File: src/hw/aisel_pkg.sv
package aisel_pkg;
	// ------------------------------------------------------------
	// Register offsets on the special-function bus
	// ------------------------------------------------------------
	localparam logic [7:0] CONVERTER_INPUT_SELECT_ADDR = 8'h00_BB;
	localparam logic [7:0] REFERENCE_CONTROL_ADDR = 8'h00_D1;

	// ------------------------------------------------------------
	// Reset values
	// ------------------------------------------------------------
	localparam logic [5:0] POSITIVE_INPUT_RESET = 6'h00_3F;
	localparam logic [3:0] REFERENCE_CONTROL_RESET = 4'h0_0;

	// ------------------------------------------------------------
	// Field positions
	// ------------------------------------------------------------
	localparam int POSITIVE_INPUT_FIELD_MSB = 5;
	localparam int REF_BUFFER_BIT = 0;
	localparam int BIAS_BIT = 1;
	localparam int SENSOR_BIT = 2;
	localparam int SOURCE_BIT = 3;

	// ------------------------------------------------------------
	// Select codes
	// ------------------------------------------------------------
	localparam logic [5:0] CODE_LAST_PORT = 6'h00_1F;
	localparam logic [5:0] CODE_LARGE_PKG_FIRST = 6'h00_19;
	localparam logic [5:0] CODE_RESERVED_FIRST = 6'h00_20;
	localparam logic [5:0] CODE_RESERVED_LAST = 6'h00_2F;
	localparam logic [5:0] CODE_THERMAL = 6'h00_30;
	localparam logic [5:0] CODE_SUPPLY = 6'h00_31;
	localparam logic [5:0] CODE_GROUND = 6'h00_3F;

	typedef enum logic [2:0] {
		AISEL_SRC_NONE = 3'b000,
		AISEL_SRC_PORT = 3'b001,
		AISEL_SRC_THERMAL = 3'b010,
		AISEL_SRC_SUPPLY = 3'b011,
		AISEL_SRC_GROUND = 3'b100
	} aisel_src_e;

	// Bus access from the processor
	typedef struct packed {
		logic wr;
		logic rd;
		logic [7:0] addr;
		logic [7:0] wdata;
	} aisel_bus_s;

	// Analog control lines
	typedef struct packed {
		aisel_src_e src;
		logic [31:0] port_sel;
		logic thermal_on;
		logic bias_on;
		logic ref_buffer_on;
		logic ref_from_supply;
	} aisel_ana_s;

	typedef struct packed {
		logic [5:0] positive_input_code;
		logic reference_source_select;
		logic thermal_sensor_on;
		logic bias_generator_on;
		logic reference_buffer_on;
		logic [7:0] rdata;
		aisel_ana_s ana;
	} aisel_state_s;
endpackage

File: src/hw/aisel_top.sv
`timescale 1ns/100ps
// Notes on behaviour
// - Select register upper two bits read zero
// - Six-bit field chooses converter positive input
// - Codes 011001-011111 route port three pins on the larger package only; smaller package selects none
// - Disabled sensor output floats; readings meaningless
// - Sensor enable zero off, one on
// - Source select zero pin, one supply
// - Bias automatically on when users enabled
// - Bias enable one forces generator on
// - Buffer enable drives reference onto pin
// - Reference control bit layout, reset zero
module aisel_top (
	// Clock and reset
	input wire logic i_sys_clk,
	input wire logic i_rstn,
	// Special-function bus
	input wire aisel_pkg::aisel_bus_s i_bus,
	output logic [7:0] o_rdata,
	// Peripherals asking for bias
	input wire logic i_converter_zero_on,
	input wire logic i_oscillator_on,
	// Larger package strap
	input wire logic i_large_package,
	// Analog controls
	output aisel_pkg::aisel_ana_s o_ana
);
	aisel_pkg::aisel_state_s st, next_st;

	// ------------------------------------------------------------
	// Next state
	// ------------------------------------------------------------
	always_comb begin
		next_st = st;
		if (i_bus.wr) begin
			if (i_bus.addr == aisel_pkg::CONVERTER_INPUT_SELECT_ADDR) begin
				next_st.positive_input_code = i_bus.wdata[aisel_pkg::POSITIVE_INPUT_FIELD_MSB:0];
			end
			if (i_bus.addr == aisel_pkg::REFERENCE_CONTROL_ADDR) begin
				next_st.reference_buffer_on = i_bus.wdata[aisel_pkg::REF_BUFFER_BIT];
				next_st.bias_generator_on = i_bus.wdata[aisel_pkg::BIAS_BIT];
				next_st.thermal_sensor_on = i_bus.wdata[aisel_pkg::SENSOR_BIT];
				next_st.reference_source_select = i_bus.wdata[aisel_pkg::SOURCE_BIT];
			end
		end

		// ------------------------------------------------------------
		// Read data
		// ------------------------------------------------------------
		// Read data registered; unmapped addresses read zero
		next_st.rdata = 8'h00_00;
		if (i_bus.rd) begin
			case (i_bus.addr)
				aisel_pkg::CONVERTER_INPUT_SELECT_ADDR: begin
					next_st.rdata = {2'b00, next_st.positive_input_code};
				end
				aisel_pkg::REFERENCE_CONTROL_ADDR: begin
					next_st.rdata = {4'h0, next_st.reference_source_select, next_st.thermal_sensor_on,
						next_st.bias_generator_on, next_st.reference_buffer_on};
				end
				default: begin
					next_st.rdata = 8'h00_00;
				end
			endcase
		end

		// ------------------------------------------------------------
		// Input multiplexer decode
		// ------------------------------------------------------------
		// Decode from the value being stored so outputs track the register
		next_st.ana.port_sel = '0;
		next_st.ana.src = aisel_pkg::AISEL_SRC_NONE;
		if (next_st.positive_input_code <= aisel_pkg::CODE_LAST_PORT) begin
			// Port three upper pins only bonded out on the larger package
			if (next_st.positive_input_code < aisel_pkg::CODE_LARGE_PKG_FIRST || i_large_package) begin
				next_st.ana.src = aisel_pkg::AISEL_SRC_PORT;
				next_st.ana.port_sel[next_st.positive_input_code[4:0]] = 1'b1;
			end
		end else if (next_st.positive_input_code == aisel_pkg::CODE_THERMAL) begin
			next_st.ana.src = aisel_pkg::AISEL_SRC_THERMAL;
		end else if (next_st.positive_input_code == aisel_pkg::CODE_SUPPLY) begin
			next_st.ana.src = aisel_pkg::AISEL_SRC_SUPPLY;
		end else if (next_st.positive_input_code == aisel_pkg::CODE_GROUND) begin
			next_st.ana.src = aisel_pkg::AISEL_SRC_GROUND;
		end

		// ------------------------------------------------------------
		// Reference and bias controls
		// ------------------------------------------------------------
		// Sensor off leaves its output floating in the analog cell
		next_st.ana.thermal_on = next_st.thermal_sensor_on;
		next_st.ana.ref_from_supply = next_st.reference_source_select;
		next_st.ana.ref_buffer_on = next_st.reference_buffer_on;
		next_st.ana.bias_on = next_st.bias_generator_on | next_st.thermal_sensor_on
			| i_converter_zero_on | i_oscillator_on;
	end

	// ------------------------------------------------------------
	// State register
	// ------------------------------------------------------------
	always_ff @(posedge i_sys_clk or negedge i_rstn) begin
		if (!i_rstn) begin
			st <= '0;
			st.positive_input_code <= aisel_pkg::POSITIVE_INPUT_RESET;
			{st.reference_source_select, st.thermal_sensor_on,
				st.bias_generator_on, st.reference_buffer_on} <= aisel_pkg::REFERENCE_CONTROL_RESET;
			st.ana.src <= aisel_pkg::AISEL_SRC_GROUND;
		end else begin
			st <= next_st;
		end
	end

	assign o_rdata = st.rdata;
	assign o_ana = st.ana;

	// ------------------------------------------------------------
	// Checks on the select register
	// ------------------------------------------------------------
	a_upper_bits_zero: assert property (@(posedge i_sys_clk) disable iff (!i_rstn)
		i_bus.rd && i_bus.addr == aisel_pkg::CONVERTER_INPUT_SELECT_ADDR
		|=> o_rdata[7:6] == 2'b00)
		else $error("select upper bits not zero");
	a_select_stored: assert property (@(posedge i_sys_clk) disable iff (!i_rstn)
		i_bus.wr && i_bus.addr == aisel_pkg::CONVERTER_INPUT_SELECT_ADDR
		|=> st.positive_input_code == $past(i_bus.wdata[aisel_pkg::POSITIVE_INPUT_FIELD_MSB:0]))
		else $error("select code not stored");
	a_select_readback: assert property (@(posedge i_sys_clk) disable iff (!i_rstn)
		i_bus.rd && !i_bus.wr && i_bus.addr == aisel_pkg::CONVERTER_INPUT_SELECT_ADDR
		|=> o_rdata == {2'b00, $past(st.positive_input_code)})
		else $error("select read back wrong");
	a_write_selects_port: assert property (@(posedge i_sys_clk) disable iff (!i_rstn)
		i_bus.wr && i_bus.addr == aisel_pkg::CONVERTER_INPUT_SELECT_ADDR
		&& i_bus.wdata[5:0] < aisel_pkg::CODE_LARGE_PKG_FIRST
		|=> o_ana.src == aisel_pkg::AISEL_SRC_PORT && o_ana.port_sel[$past(i_bus.wdata[4:0])])
		else $error("port not selected");
	a_port_one_hot: assert property (@(posedge i_sys_clk) disable iff (!i_rstn)
		o_ana.src == aisel_pkg::AISEL_SRC_PORT
		|-> $onehot(o_ana.port_sel))
		else $error("port select not one-hot");
	a_no_port_idle: assert property (@(posedge i_sys_clk) disable iff (!i_rstn)
		o_ana.src != aisel_pkg::AISEL_SRC_PORT
		|-> o_ana.port_sel == '0)
		else $error("port select set without port source");
	a_small_pkg_block: assert property (@(posedge i_sys_clk) disable iff (!i_rstn)
		!i_large_package && $stable(i_large_package)
		&& st.positive_input_code >= aisel_pkg::CODE_LARGE_PKG_FIRST
		&& st.positive_input_code <= aisel_pkg::CODE_LAST_PORT
		|-> o_ana.src == aisel_pkg::AISEL_SRC_NONE)
		else $error("missing pin selected");
	a_large_pkg_route: assert property (@(posedge i_sys_clk) disable iff (!i_rstn)
		i_bus.wr && i_bus.addr == aisel_pkg::CONVERTER_INPUT_SELECT_ADDR && i_large_package
		&& i_bus.wdata[5:0] >= aisel_pkg::CODE_LARGE_PKG_FIRST
		&& i_bus.wdata[5:0] <= aisel_pkg::CODE_LAST_PORT
		|=> o_ana.src == aisel_pkg::AISEL_SRC_PORT && o_ana.port_sel[$past(i_bus.wdata[4:0])])
		else $error("large package pin not routed");
	a_special_codes: assert property (@(posedge i_sys_clk) disable iff (!i_rstn)
		i_bus.wr && i_bus.addr == aisel_pkg::CONVERTER_INPUT_SELECT_ADDR
		&& i_bus.wdata[5:0] == aisel_pkg::CODE_THERMAL
		|=> o_ana.src == aisel_pkg::AISEL_SRC_THERMAL)
		else $error("sensor code not decoded");
	a_supply_code: assert property (@(posedge i_sys_clk) disable iff (!i_rstn)
		i_bus.wr && i_bus.addr == aisel_pkg::CONVERTER_INPUT_SELECT_ADDR
		&& i_bus.wdata[5:0] == aisel_pkg::CODE_SUPPLY
		|=> o_ana.src == aisel_pkg::AISEL_SRC_SUPPLY)
		else $error("supply code not decoded");
	a_ground_code: assert property (@(posedge i_sys_clk) disable iff (!i_rstn)
		i_bus.wr && i_bus.addr == aisel_pkg::CONVERTER_INPUT_SELECT_ADDR
		&& i_bus.wdata[5:0] == aisel_pkg::CODE_GROUND
		|=> o_ana.src == aisel_pkg::AISEL_SRC_GROUND)
		else $error("ground code not decoded");
	a_reserved_codes: assert property (@(posedge i_sys_clk) disable iff (!i_rstn)
		i_bus.wr && i_bus.addr == aisel_pkg::CONVERTER_INPUT_SELECT_ADDR
		&& i_bus.wdata[5:0] >= aisel_pkg::CODE_RESERVED_FIRST
		&& i_bus.wdata[5:0] <= aisel_pkg::CODE_RESERVED_LAST
		|=> o_ana.src == aisel_pkg::AISEL_SRC_NONE)
		else $error("reserved code routed");

	// ------------------------------------------------------------
	// Checks on the reference control register
	// ------------------------------------------------------------
	a_sensor_follows: assert property (@(posedge i_sys_clk) disable iff (!i_rstn)
		i_bus.wr && i_bus.addr == aisel_pkg::REFERENCE_CONTROL_ADDR
		|=> o_ana.thermal_on == $past(i_bus.wdata[aisel_pkg::SENSOR_BIT]))
		else $error("sensor enable wrong");
	a_source_follows: assert property (@(posedge i_sys_clk) disable iff (!i_rstn)
		i_bus.wr && i_bus.addr == aisel_pkg::REFERENCE_CONTROL_ADDR
		|=> o_ana.ref_from_supply == $past(i_bus.wdata[aisel_pkg::SOURCE_BIT]))
		else $error("source select wrong");
	a_buffer_follows: assert property (@(posedge i_sys_clk) disable iff (!i_rstn)
		i_bus.wr && i_bus.addr == aisel_pkg::REFERENCE_CONTROL_ADDR
		|=> o_ana.ref_buffer_on == $past(i_bus.wdata[aisel_pkg::REF_BUFFER_BIT]))
		else $error("buffer enable wrong");
	a_ref_readback: assert property (@(posedge i_sys_clk) disable iff (!i_rstn)
		i_bus.rd && !i_bus.wr && i_bus.addr == aisel_pkg::REFERENCE_CONTROL_ADDR
		|=> o_rdata == {4'h0, $past(st.reference_source_select), $past(st.thermal_sensor_on),
			$past(st.bias_generator_on), $past(st.reference_buffer_on)})
		else $error("reference control read back wrong");

	// ------------------------------------------------------------
	// Checks on the bias generator
	// ------------------------------------------------------------
	a_bias_auto: assert property (@(posedge i_sys_clk) disable iff (!i_rstn)
		i_converter_zero_on || i_oscillator_on
		|=> o_ana.bias_on)
		else $error("bias not automatic");
	a_bias_sensor: assert property (@(posedge i_sys_clk) disable iff (!i_rstn)
		i_bus.wr && i_bus.addr == aisel_pkg::REFERENCE_CONTROL_ADDR && i_bus.wdata[aisel_pkg::SENSOR_BIT]
		|=> o_ana.bias_on)
		else $error("sensor did not request bias");
	a_bias_forced: assert property (@(posedge i_sys_clk) disable iff (!i_rstn)
		i_bus.wr && i_bus.addr == aisel_pkg::REFERENCE_CONTROL_ADDR && i_bus.wdata[aisel_pkg::BIAS_BIT]
		|=> o_ana.bias_on)
		else $error("bias not forced");
	a_bias_idle_off: assert property (@(posedge i_sys_clk) disable iff (!i_rstn)
		i_bus.wr && i_bus.addr == aisel_pkg::REFERENCE_CONTROL_ADDR && !i_converter_zero_on && !i_oscillator_on
		&& !i_bus.wdata[aisel_pkg::BIAS_BIT] && !i_bus.wdata[aisel_pkg::SENSOR_BIT]
		|=> !o_ana.bias_on)
		else $error("bias on with no request");

	// ------------------------------------------------------------
	// Coverage
	// ------------------------------------------------------------
	c_select_thermal: cover property (@(posedge i_sys_clk) disable iff (!i_rstn)
		o_ana.src == aisel_pkg::AISEL_SRC_THERMAL && o_ana.thermal_on);
	c_select_port: cover property (@(posedge i_sys_clk) disable iff (!i_rstn)
		o_ana.src == aisel_pkg::AISEL_SRC_PORT);
	c_bias_forced_idle: cover property (@(posedge i_sys_clk) disable iff (!i_rstn)
		st.bias_generator_on && !i_converter_zero_on && !i_oscillator_on);
	c_large_pkg_pin: cover property (@(posedge i_sys_clk) disable iff (!i_rstn)
		o_ana.src == aisel_pkg::AISEL_SRC_PORT && o_ana.port_sel[31]);
	c_supply_reference: cover property (@(posedge i_sys_clk) disable iff (!i_rstn)
		o_ana.ref_from_supply && o_ana.ref_buffer_on);
endmodule // aisel_top

File: config.mk
export PLATFORM = sky130hd
export DESIGN_NAME = aisel_top
export DESIGN_NICKNAME = d
export VERILOG_FILES = /design/src/hw/aisel_pkg.sv /design/src/hw/aisel_top.sv
export SDC_FILE = /design/constraint.sdc
export NUM_CORES = 1
export LEC_CHECK = 0
export BUFFER_PORTS_ARGS = -buffer_cell sky130_fd_sc_hd__buf_2
export CORE_MARGIN = 1
export CORE_UTILIZATION = 57
export CTS_CLUSTER_DIAMETER = 80
export DETAILED_ROUTE_END_ITERATION = 6
export PLACE_DENSITY_LB_ADDON = 0.3
export SLEW_MARGIN = 0
export SYNTH_ARGS = -nofsm -noshare
export SYNTH_HDL_FRONTEND = slang
export SYNTH_SLANG_ARGS = --single-unit
File: constraint.sdc
create_clock -name i_sys_clk -period 4.55 [get_ports i_sys_clk]
set_clock_uncertainty 0.05 [all_clocks]
set_input_delay 0.6825 -clock i_sys_clk [delete_from_list [all_inputs] [get_ports i_sys_clk]]
set_output_delay 0.6825 -clock i_sys_clk [all_outputs]
set_load 0.005 [all_outputs]
# After elaboration in Yosys (flattened, before gate mapping)
# Index checks and enable logic that the tools add are counted.
word_totals:
  regBits: 54
  latch_bits: 0
  ram_bits: 0
  romBits: 0
  inputBits: 23
  output_inout_bits: 47
  mem_count: 0
op_classes:
  addsub: 0
  mul: 0
  n_div: 0
  n_lt_le_gt_ge: 4
  eq_ne: 5
  shifts: 0
  muxes: 13
  bitwise_logic: 3
  reduce_logical: 2
op_table:
  columns: ["op", "n"]
  rows:
  - ["$mux 33", 1]
  - ["$mux 32", 1]
  - ["$eq 6x6->1 const B", 3]
  - ["$eq 8x8->1 const B", 2]
  - ["$mux 3", 4]
  - ["$mux 6", 2]
  - ["$pmux 6 s2", 1]
  - ["$mux 10", 1]
  - ["$le 6x5->1 const B", 1]
  - ["$lt 5x6->1 const B", 1]
  - ["$lt 6x5->1 const B", 1]
  - ["$demux 1 s5", 1]
  - ["$ge 5x1->1 const B", 1]
  - ["$mux 4", 1]
  - ["$or 1x1->1", 3]
  - ["$logic_and 1x1->1", 1]
  - ["$logic_or 1x1->1", 1]
  - ["$mux 1", 1]

# Longest topological paths before layout
# Gate-level depths: netlist (run 1).
logic_depth:
  ltp_word: 9
  mapped_depth: 7
  mapped_depth_nobuf: 5

# Least setup slack after synthesis (run 1)
# OpenSTA, ideal clock, no wires.
synth_path:
  path_type: "input-to-reg"
  startpoint: "in i_bus[14] (netlist name)"
  endpoint: "reg st (netlist bit o_ana[36])"
  arrival_time_ps: 1872
  setup_slack_ps: 2493
  stages: 4
  n_path_buf: 0
  path_cell_list: "nand4b_2 or4_1 a211oi_2 o32ai_1"
synth_lines:
  columns: ["element", "line_no", "text"]
  rows:
  - ["start: declaration", "aisel_top.sv:18", "input wire aisel_pkg::aisel_bus_s i_bus,"]
  - ["end signal: assignment", "aisel_top.sv:109", "st <= next_st;"]
  - ["end: declaration", "aisel_top.sv:28", "aisel_pkg::aisel_state_s st, next_st;"]

==> out/metrics.sh, run 1 <==
FP.DIEH_UM=70.48
SYNTH_CELLS=251
VDD_IR_DROP_MAX_mV=0.1961
GRT_PASS1_VIAS=1725
CTSRESIZECOUNT=0
CTS-ROOT-BUF='clkbuf_8'
DETAIL-ROUTE-ANTENNA-NETS=0
VIA_PER_INST=5.592
GLOBALPLACE.CONGESTION=0.8594
FMAX_GHz=0.3938
FAILED_CHECKS='DRC'
POWER.DENSITY_CELL_AREA_nW_PER_UM2=315.2
RATIO_OF_CELLS_WITH_DRIVE_ABOVE_1_IN_THE_FINAL_LAYOUT_PCT=35.58
CRITPATHKIND='primary input to flop'
CTS_HOLD_BUF=0
GRT_MAX_DEGREE=53
CLK_LATENCY_NS=0.30
AVGSYNTHCELLAREA_UM2=10.65
GR-USAGE-ALL-LAYERS_PCT=22.13
COREAREA_UM2=4444
YOSYS.CELL_TYPES.COUNT=43
FAMILY_WITH_THE_MOST_DELAY_ON_THE_WORST_PATH='simple AND/OR/NAND/NOR gates'
GRT_ANTENNA_BEFORE_REPAIR=0
DRC=10
SETUP_VIOLATIONS=0
CTS.PATH.MAX_BUFFERS=2
FINALWIRELENGTH_UM=4963
SYNTH_ENABLE_FLOP_CELLS=0
ROUTE.VIAS.TOTAL=1784
TIMING.CRITICAL_PATH.CELLS='buf_2 -> and4b_1 -> nand3_2 -> mux2i_1 -> nor4bb_1'
DIE_OUTLINE_WIDTH_UM=70.48
REPORT.FINAL.HOLD_VIOL_COUNT=0
TIMING.CRITICAL_PATH.TO_TYPE='flop'
NUMCLOCKSINKS=52
INITIALDRTVIOLATIONCOUNT=102
NUM_ANTENNA_CELLS=0
RSZ0062_AT_GRT='false'
MAXCAPVIOLCOUNT=0
CTS-BUFFERS-INSERTED=5
DESIGN.PORTCOUNT=70
POST_CTS.REPAIR.SETUP_BUFFERS=0
SYNTH.FF_LATCH_COUNT=52
TIMING.HOLD.WS_NS=0.4863
INITIAL_UTILIZATION_PCT=60.14
DETAIL_ROUTE.WL_PER_CELL_UM=15.56
FILLERS=384
YOSYSWARNINGS=0
WORSTPATHMAXFANOUT=20
TYPE_OF_ELEMENT_LAUNCHING_THE_CRITICAL_PATH='primary input'
MIN-DELAY-PATH-CLASS='flop to flop'
FINALMAXSLEWVIOLATIONS=0
DESIGN.FINAL.NETS=289
FIRST_PASS_GRT_WIRE_LENGTH_UM=8369
BUFFER_PORTS.INSERTED=65
NETLIST_AREA_UM2=2673
YS_DOMINANT_REG_CELL='dfrtp_1'
MAX_STAGE_DELAY_NS=0.79
PATH_BUF_INV=1
AREAGROWTHSYNTHTOFINISH_PCT=3.371
DRT-PASS1-ITER-COUNT=7
CTS_TREE='yes'
WORST-SLEW-PIN-TRANSITION_NS=1.098
SLEW_HEADROOM_PCT=26.79
TIMING.CRITICAL_PATH.ARRIVAL_NS=2.64
DIE_AREA_UM2=4967
YS_SEQ_AREA_SHARE_PCT=49.02
FIN_CRIT_NS=2.540
FP-ROW-COUNT=24
GRT_OVERFLOW=0
STATUS='finished, violations left'
FINAL_HPWL_FROM_DETAILED_PLACEMENT_UM=3441
POST-ROUTE-PERIOD-UTIL_PCT=55.82
CRITPATHREQUIREDTIME_NS=4.65
YS_ASYNC_SR_FRACTION_PCT=100.0
POWER_LEAKAGE_uW=0.001466
CRITICAL_PATH.SLOWEST_CELL='mux2i_1'
HTREE_LEVELS=2
SETUP_TOTAL_NEGATIVE_SLACK_NS=0
CLK_PIN_SLEW_NS=0.09
==> cell usage after synthesis, types with 2 or more instances <==
cell type  count  area (um^2)
buf_4         49        367.9
dfrtp_1       45         1126
nor2_1        31        116.4
nor3_1        20        100.1
mux2i_1       12        120.1
dfstp_2        7        183.9
nand2_1        7        26.28
nand2b_1       7        43.79
clkbuf_1       6        22.52
nor2b_1        6        37.54
nor4_1         6        37.54
mux2_2         5        56.30
a32o_1         4        40.04
inv_1          4        15.01
nor4bb_1       3        30.03
a211oi_2       2        25.02
a311oi_1       2        17.52
and4b_1        2        20.02
buf_2          2        10.01
inv_2          2        7.510
mux2_1         2        22.52
nand3_2        2        20.02
nand4b_2       2        30.03
o22ai_1        2        12.51
or3_1          2        12.51
or4_1          2        15.01
==> power breakdown <==
| group | leakage [uW] | switching, uW | internal [uW] | total [uW] |
|---|---|---|---|---|
| clock network | 0.0000552 | 143 | 163 | 307 |
| logic | 0.000723 | 51.4 | 30.5 | 81.9 |
| registers | 0.000687 | 8.56 | 474 | 482 |
==> path summary, 6_finish.rpt <==
kind | from | to | slack, ns | cells past startpoint
setup / recovery | i_bus[10] | o_ana[34]$_DFF_PN0_ | 2.01 | 5
hold / removal | o_ana[0]$_DFF_PN0_ | o_ana[0]$_DFF_PN0_ | 0.49 | 1
max in group asynchronous | i_rstn | o_ana[30]$_DFF_PN0_ | 3.24 | 1
setup reg to reg | st[51]$_DFF_PN1_ | o_ana[33]$_DFF_PN0_ | 2.93 | 4
hold reg to reg | o_ana[0]$_DFF_PN0_ | o_ana[0]$_DFF_PN0_ | 0.49 | 1
min in group asynchronous | i_rstn | o_rdata[1]$_DFF_PN0_ | 0.53 | 1
==> area by class of cell <==
| cell class | instances | area (um^2) | area share (%) |
|---|---|---|---|
| Timing Repair Buffer | 65 | 325.3 | 11.78 |
| Inverter | 6 | 22.52 | 0.8152 |
| Sequential cell | 52 | 1310 | 47.42 |
| Clock inverter | 2 | 35.03 | 1.268 |
| Tap cell | 52 | 65.06 | 2.355 |
| Multi-Input combinational cell | 136 | 932.1 | 33.74 |
| Clock buffer | 6 | 72.57 | 2.627 |
==> kinds of logic (layout without fill, tap and decap cells) <==
| logic type | after synthesis | after routing | synth area share [%] |
|---|---|---|---|
| flip-flops | 52 | 52 | 49.02 |
| buffers and inverters | 64 | 79 | 16.25 |
| AND/OR/NAND/NOR | 95 | 95 | 20.08 |
| AO/OA/AOI/OAI | 19 | 19 | 6.555 |
| multiplexers | 20 | 20 | 7.959 |
| other | 1 | 2 | 0.1403 |
==> sequential cells by signal, summed over array words and instances (netlist names) <==
register / cells
st: 7
o_ana: 39
o_rdata: 6
==> metal layers <==
| metal | vias to the layer above | part of all wire [%] | GRT usage (%) |
|---|---|---|---|
| met1 | 846 | 45 | 28.83 |
| met4 | 0 | 1.9 | 10.43 |
| met3 | 9 | 6.0 | 3.752 |
| met5 | - | 0 | 0 |
| li1 | 854 | - | - |
| met2 | 75 | 47 | 36.03 |
==> cells in the final DEF, fill, tap and decap left out, types with 4 or more instances in the layout <==
cell type   n
dfstp_2     7
dfrtp_1    45
nor2b_1     6
nor3_1     20
nand2_1     7
a32o_1      4
clkbuf_8    5
nor2_1     31
buf_2      65
nor4_1      6
mux2i_1    12
mux2_2      5
nand2b_1    7
inv_1       4
==> stage by stage <==
step,setup WS (ns),utilization (%),cells,total power [uW],area [um^2]
floorplan,2.493,-,252,543.8,2676
global placement,1.725,59.74,311,571.1,2655
detailed placement,1.657,59.74,311,572.8,2655
CTS,1.951,62.16,319,875.9,2763
global route,1.781,62.16,319,905.2,2763
finish,2.010,62.16,319,870.8,2763
Note: power is estimated with default switching activity, not from simulation.
==> run 2, diff against run 1 <==
- CORE_UTILIZATION: 57 -> 53
- clock period: 4.55 -> 2.4 ns (I/O delays scaled with it)
==> run 2 against run 1 <==
- the flow now finishes without violations
- cell count is 7.8% higher
- first-iteration DRC count grew 31%
- sequential share of layout area fell by 1.6 points
- register-to-register slack worse by 2.1 ns
- design area grew 3.4%
- clock-buffer cell count stayed put
- critical endpoint is now o_ana[28]$_DFF_PN0_
- largest cell class unchanged
- largest power group unchanged
==> out/metrics.sh, run 2 (synthesis gave the netlist of run 1 again) <==
DETAIL_ROUTE.WL_PER_CELL_UM=13.99
TIMING.CRITICAL_PATH.CELLS='buf_2 -> and4b_1 -> nand3_2 -> mux2i_1 -> inv_2 -> a211oi_1'
MAX_STAGE_DELAY_NS=0.42
FINAL_HPWL_FROM_DETAILED_PLACEMENT_UM=3445
WORSTPATHMAXFANOUT=14
CTS-BUFFERS-INSERTED=5
FINALMAXSLEWVIOLATIONS=0
TYPE_OF_ELEMENT_LAUNCHING_THE_CRITICAL_PATH='primary input'
FMAX_GHz=0.5389
FP-ROW-COUNT=25
LAYOUT_CELLS_EXCL_FILL=344
SETUP_VIOLATIONS=0
DESIGN.PORTCOUNT=70
POWER.DENSITY_CELL_AREA_nW_PER_UM2=552.7
GRT_ANTENNA_BEFORE_REPAIR=0
CLK_PIN_SLEW_NS=0.08
MAXCAPVIOLCOUNT=0
BUFFER_PORTS.INSERTED=65
NUMCLOCKSINKS=52
FINALWIRELENGTH_UM=4812
CLK_LATENCY_NS=0.30
LAYOUT_COMMON_CELLS='buf_2 (65), dfrtp_1 (45), nor2_1 (31), nor3_1 (20), mux2i_1 (12)'
FAMILY_WITH_THE_MOST_DELAY_ON_THE_WORST_PATH='simple AND/OR/NAND/NOR gates'
CTS.PATH.MAX_BUFFERS=2
CRITICAL_PATH.REG2REG.STARTPOINT='st[51]$_DFF_PN1_'
MIN-DELAY-PATH-CLASS='primary input to flop'
GLOBALPLACE.CONGESTION=0.9025
HOLDCRITSTARTPOINT='i_oscillator_on'
LARGEST_REGISTER_FFS=39
FP.DIEH_UM=73.01
CTS_TREE='yes'
RATIO_OF_CELLS_WITH_DRIVE_ABOVE_1_IN_THE_FINAL_LAYOUT_PCT=37.91
GRT_MAX_DEGREE=53
DIE_OUTLINE_WIDTH_UM=73.01
DETAIL-ROUTE-ANTENNA-NETS=0
INITIALDRTVIOLATIONCOUNT=134
PATH_BUF_INV=2
GRT_PASS1_VIAS=1580
PLACEDCELLCOUNT=335
VIA_PER_INST=5.113
CTS_HOLD_BUF=1
AREAGROWTHSYNTHTOFINISH_PCT=6.882
HTREE_LEVELS=2
VDD_IR_DROP_MAX_mV=0.2674
DRT-PASS1-ITER-COUNT=4
MOSTFREQUENTLAYOUTCELL='buf_2'
REPORT.FINAL.HOLD_VIOL_COUNT=0
ROUTE.VIAS.TOTAL=1759
TIMING.CRITICAL_PATH.TO_TYPE='flop'
GR-USAGE-ALL-LAYERS_PCT=19.86
POST_CTS.REPAIR.SETUP_BUFFERS=0
DIE_AREA_UM2=5330
DRC=0
FIRST_PASS_GRT_WIRE_LENGTH_UM=7886
CRITICAL_PATH.SLOWEST_CELL='and4b_1'
DESIGN.FINAL.NETS=299
CRITPATHREQUIREDTIME_NS=2.53
TIMING.CRITICAL_PATH.ARRIVAL_NS=1.99
FIN_CRIT_NS=1.856
CTS-ROOT-BUF='clkbuf_8'
RSZ0062_AT_GRT='false'
GRT_OVERFLOW=0
CRITPATHKIND='primary input to flop'
COREAREA_UM2=4786
POWER_LEAKAGE_uW=0.001512
INITIAL_UTILIZATION_PCT=55.84
STARTPOINT='i_bus[10]'
NUM_ANTENNA_CELLS=0
STATUS='finished clean'
CTSRESIZECOUNT=0
SETUP_TOTAL_NEGATIVE_SLACK_NS=0
POST-ROUTE-PERIOD-UTIL_PCT=77.32
[run 2: changes by cell type in the layout (fill, tap and decap cells not counted)]
cell	previous run	this run
buf_12	0	1
dlygate4sd3_1	0	1
clkbuf_8	5	6
buf_4	0	8
clkbuf_1	1	0
clkinv_2	1	2
bufinv_16	1	0
[run 2: metal layers]
| metal | routed length (um) | global-route usage [%] | up-vias |
|---|---|---|---|
| li1 | - | - | 879 |
| met1 | 2225 | 27.73 | 798 |
| met2 | 2185 | 29.42 | 77 |
| met3 | 338 | 4.144 | 5 |
| met4 | 62 | 9.804 | 0 |
| met5 | 0 | 0 | - |
[run 2: worst reg2reg max path, cell delays in order, from the launching register on]
cell and delay [ns]:
dfstp_2 0.59, inv_1 0.05, a311oi_1 0.28, nor2_1 0.07, buf_4 0.18, nor4bb_1 0.27
[run 2: power breakdown]
part           switching (uW)  leakage, uW  internal, uW  total (uW)
Combinational            98.1     0.000774          68.1         166
Clock                     268    0.0000510           230         499
Sequential               16.0     0.000687           898         914
[run 2: through the flow]
stage | hold WS [ns] | util [%] | instance area, um^2 | total power [uW] | setup WS, ns
finish | 0.1932 | 59.69 | 2856 | 1579 | 0.5444
CTS | 0.1861 | 59.69 | 2856 | 1590 | 0.5729
floorplan | 0.01441 | - | 2676 | 1031 | 0.6659
global route | 0.1927 | 59.69 | 2856 | 1655 | 0.4000
global placement | 0.3132 | 57.54 | 2754 | 1093 | 0.2907
detailed placement | 0.3292 | 57.54 | 2754 | 1097 | 0.2516
[run 2: worst paths after layout]
path / end / slack [ns] / cells after the start
worst max-delay path: o_ana[28]$_DFF_PN0_ / 0.54 / 6
max in group asynchronous: st[52]$_DFF_PN1_ / 1.50 / 3
worst min register to register: st[48]$_DFF_PN0_ / 0.49 / 1
min in group asynchronous: o_ana[19]$_DFF_PN0_ / 0.52 / 3
worst min-delay path: o_ana[2]$_DFF_PN0_ / 0.19 / 2
worst max register to register: o_ana[33]$_DFF_PN0_ / 0.81 / 5
[run 2: final cells by class]
class / count / area [um^2]
Clock buffer: 6 / 82.58
Clock inverter: 2 / 10.01
Fill cell: 421 / 1929
Inverter: 6 / 22.52
Multi-Input combinational cell: 136 / 932.1
Sequential cell: 52 / 1310
Tap cell: 67 / 83.83
Timing Repair Buffer: 75 / 415.4
==> run 3, diff against run 2 <==
- CORE_UTILIZATION: 53 -> 47
- clock period: 2.4 -> 1.65 ns (I/O delays scaled with it)
==> run 3 against run 2 <==
- clock-buffer cell count fell by 1
- power rose by 67%
- global-route usage fell by 1.0 points
- register-to-register slack got worse by 0.71 ns
- design area rose by 8.5%
- hold slack got worse by 0.12 ns
- sequential power rose by 46%
- non-clock buffer count rose by 23
- setup slack got worse by 0.45 ns
- critical endpoint is now o_ana[36]$_DFF_PN0_
==> out/metrics.sh, run 3 (synthesis gave the netlist of run 1 again) <==
TIMING.CRITICAL_PATH.TO_TYPE='flop'
FIRST_PASS_GRT_WIRE_LENGTH_UM=8769
POWER.DENSITY_CELL_AREA_nW_PER_UM2=848.1
CRITICAL_PATH.REG2REG.STARTPOINT='st[54]$_DFF_PN1_'
RSZ0062_AT_GRT='false'
SETUP_VIOLATIONS=0
ROUTE.VIAS.TOTAL=1892
COREAREA_UM2=5507
CRITPATHREQUIREDTIME_NS=1.78
CRITPATHKIND='primary input to flop'
STATUS='finished clean'
VDD_IR_DROP_MAX_mV=0.3368
TIMING.CRITICAL_PATH.ARRIVAL_NS=1.68
INITIALDRTVIOLATIONCOUNT=89
MIN-DELAY-PATH-CLASS='primary input to flop'
PLACEDCELLCOUNT=363
DIE_OUTLINE_WIDTH_UM=77.41
INITIAL_UTILIZATION_PCT=48.53
DESIGN.PORTCOUNT=70
TIMING.HOLD.WS_NS=0.07599
GLOBALPLACE.CONGESTION=0.8382
ROUTE.MET3.WL_UM=237
TYPE_OF_ELEMENT_LAUNCHING_THE_CRITICAL_PATH='primary input'
LARGEST_REGISTER_FFS=39
DRC=0
FINALMAXSLEWVIOLATIONS=0
RATIO_OF_CELLS_WITH_DRIVE_ABOVE_1_IN_THE_FINAL_LAYOUT_PCT=43.00
REPORT.FINAL.HOLD_VIOL_COUNT=0
GR-USAGE-ALL-LAYERS_PCT=18.84
SLEW_HEADROOM_PCT=63.37
FINALWIRELENGTH_UM=5396
FMAX_GHz=0.6441
DETAIL_ROUTE.WL_PER_CELL_UM=14.51
FILLERS=500
WIRELENGTH_MET1_UM=2568
STARTPOINT='i_bus[14]'
R2R-END='o_ana[36]$_DFF_PN0_'
MULTI_INPUT_COMB_AREA_UM2=939.7
CTS_TREE='yes'
CLK_PIN_SLEW_NS=0.09
DIE_AREA_UM2=5992
FP.DIEH_UM=77.41
CTS-ROOT-BUF='clkbuf_8'
MAXCAPVIOLCOUNT=0
HTREE_LEVELS=2
LAYOUT_COMMON_CELLS='buf_2 (65), dfrtp_1 (45), nor2_1 (31), buf_4 (30), nor3_1 (20)'
WORSTPATHMAXFANOUT=3
GRT_OVERFLOW=0
POST-ROUTE-PERIOD-UTIL_PCT=94.09
CTS.PATH.MAX_BUFFERS=2
MET2ROUTEDLENGTH_UM=2514
WORST-SLEW-PIN-TRANSITION_NS=0.5387
GRT_PASS1_VIAS=1842
BUFFER_PORTS.INSERTED=65
NUM_ANTENNA_CELLS=0
VIA_PER_INST=5.086
CLK_LATENCY_NS=0.31
ROUTED.TOP_LAYER='met4'
AREAGROWTHSYNTHTOFINISH_PCT=16.01
FINAL_HPWL_FROM_DETAILED_PLACEMENT_UM=4081
DETAIL-ROUTE-ANTENNA-NETS=0
POWER_LEAKAGE_uW=0.001648
REG2REGPATHDEPTH=3
MOSTFREQUENTLAYOUTCELL='buf_2'
TIMING.HOLD.WORST_PATH_DEPTH=2
DESIGN.FINAL.NETS=322
END_POINT_OF_THE_CRITICAL_PATH='o_ana[36]$_DFF_PN0_'
DRT-PASS1-ITER-COUNT=4
NUMCLOCKSINKS=52
CTS-BUFFERS-INSERTED=5
GRT_MAX_DEGREE=29
LAYOUT_CELLS_EXCL_FILL=372
GRT_ANTENNA_BEFORE_REPAIR=0
FP-ROW-COUNT=27
REGTOREGSETUPSLACK_NS=0.1
FIN_CRIT_NS=1.553
SEQUENTIAL_CELL_AREA_UM2=1310
==> run 3: what timing repair did <==
item	in CTS	in global routing
setup endpoints to repair	0	1
resized for setup	0	1
buffers inserted	0	0
endpoints found under the hold margin	12	0
hold buffers	1	0
==> run 3: power breakdown <==
part           internal, uW  total (uW)  switching [uW]
clock network           610        1030             419
logic                   119         270             151
registers              1310        1330            24.3
total                  2030        2630             595
==> run 3: how the worst min path moves through the flow <==
stage / from / to / slack [ns]
floorplan: i_rstn / o_ana[0]$_DFF_PN0_ / -0.1
global placement: i_rstn / o_ana[35]$_DFF_PN0_ / 0.18
detailed placement: i_rstn / o_ana[35]$_DFF_PN0_ / 0.20
CTS: i_oscillator_on / o_ana[2]$_DFF_PN0_ / 0.07
global route: i_oscillator_on / o_ana[2]$_DFF_PN0_ / 0.07
finish: i_oscillator_on / o_ana[2]$_DFF_PN0_ / 0.08
==> run 3: final cells by class <==
class | instances | area share [%]
Clock inverter | 3 | 2.220
Sequential cell | 52 | 42.25
Clock buffer | 5 | 2.220
Timing Repair Buffer | 98 | 19.37
Inverter | 6 | 0.7264
Multi-Input combinational cell | 136 | 30.31
Tap cell | 72 | 2.906
==> run 3: layer usage <==
metal | vias to the layer above | global-route usage [%]
met5 | - | 0
met4 | 0 | 7.170
met3 | 8 | 3.765
met2 | 60 | 29.91
met1 | 896 | 25.42
li1 | 928 | -
==> run 3: stage by stage <==
step	area, um^2	setup TNS (ns)	power [uW]	util, %	worst slack, ns
final	3100	0	2629	56.31	0.09748
after detailed placement	2945	-1.245	1624	53.49	-0.1442
after floorplan	2676	0	1499	-	0.02836
after global placement	2945	-1.152	1617	53.49	-0.1465
after global routing	3100	0	2746	56.31	0.002309
after CTS	3093	0	2661	56.17	0.09578
==> run 3: critical path, cell delays in order <==
cell	delay (ns)
buf_2	0.11
nand4b_2	0.20
or4_1	0.58
a211oi_2	0.42
o32ai_2	0.12
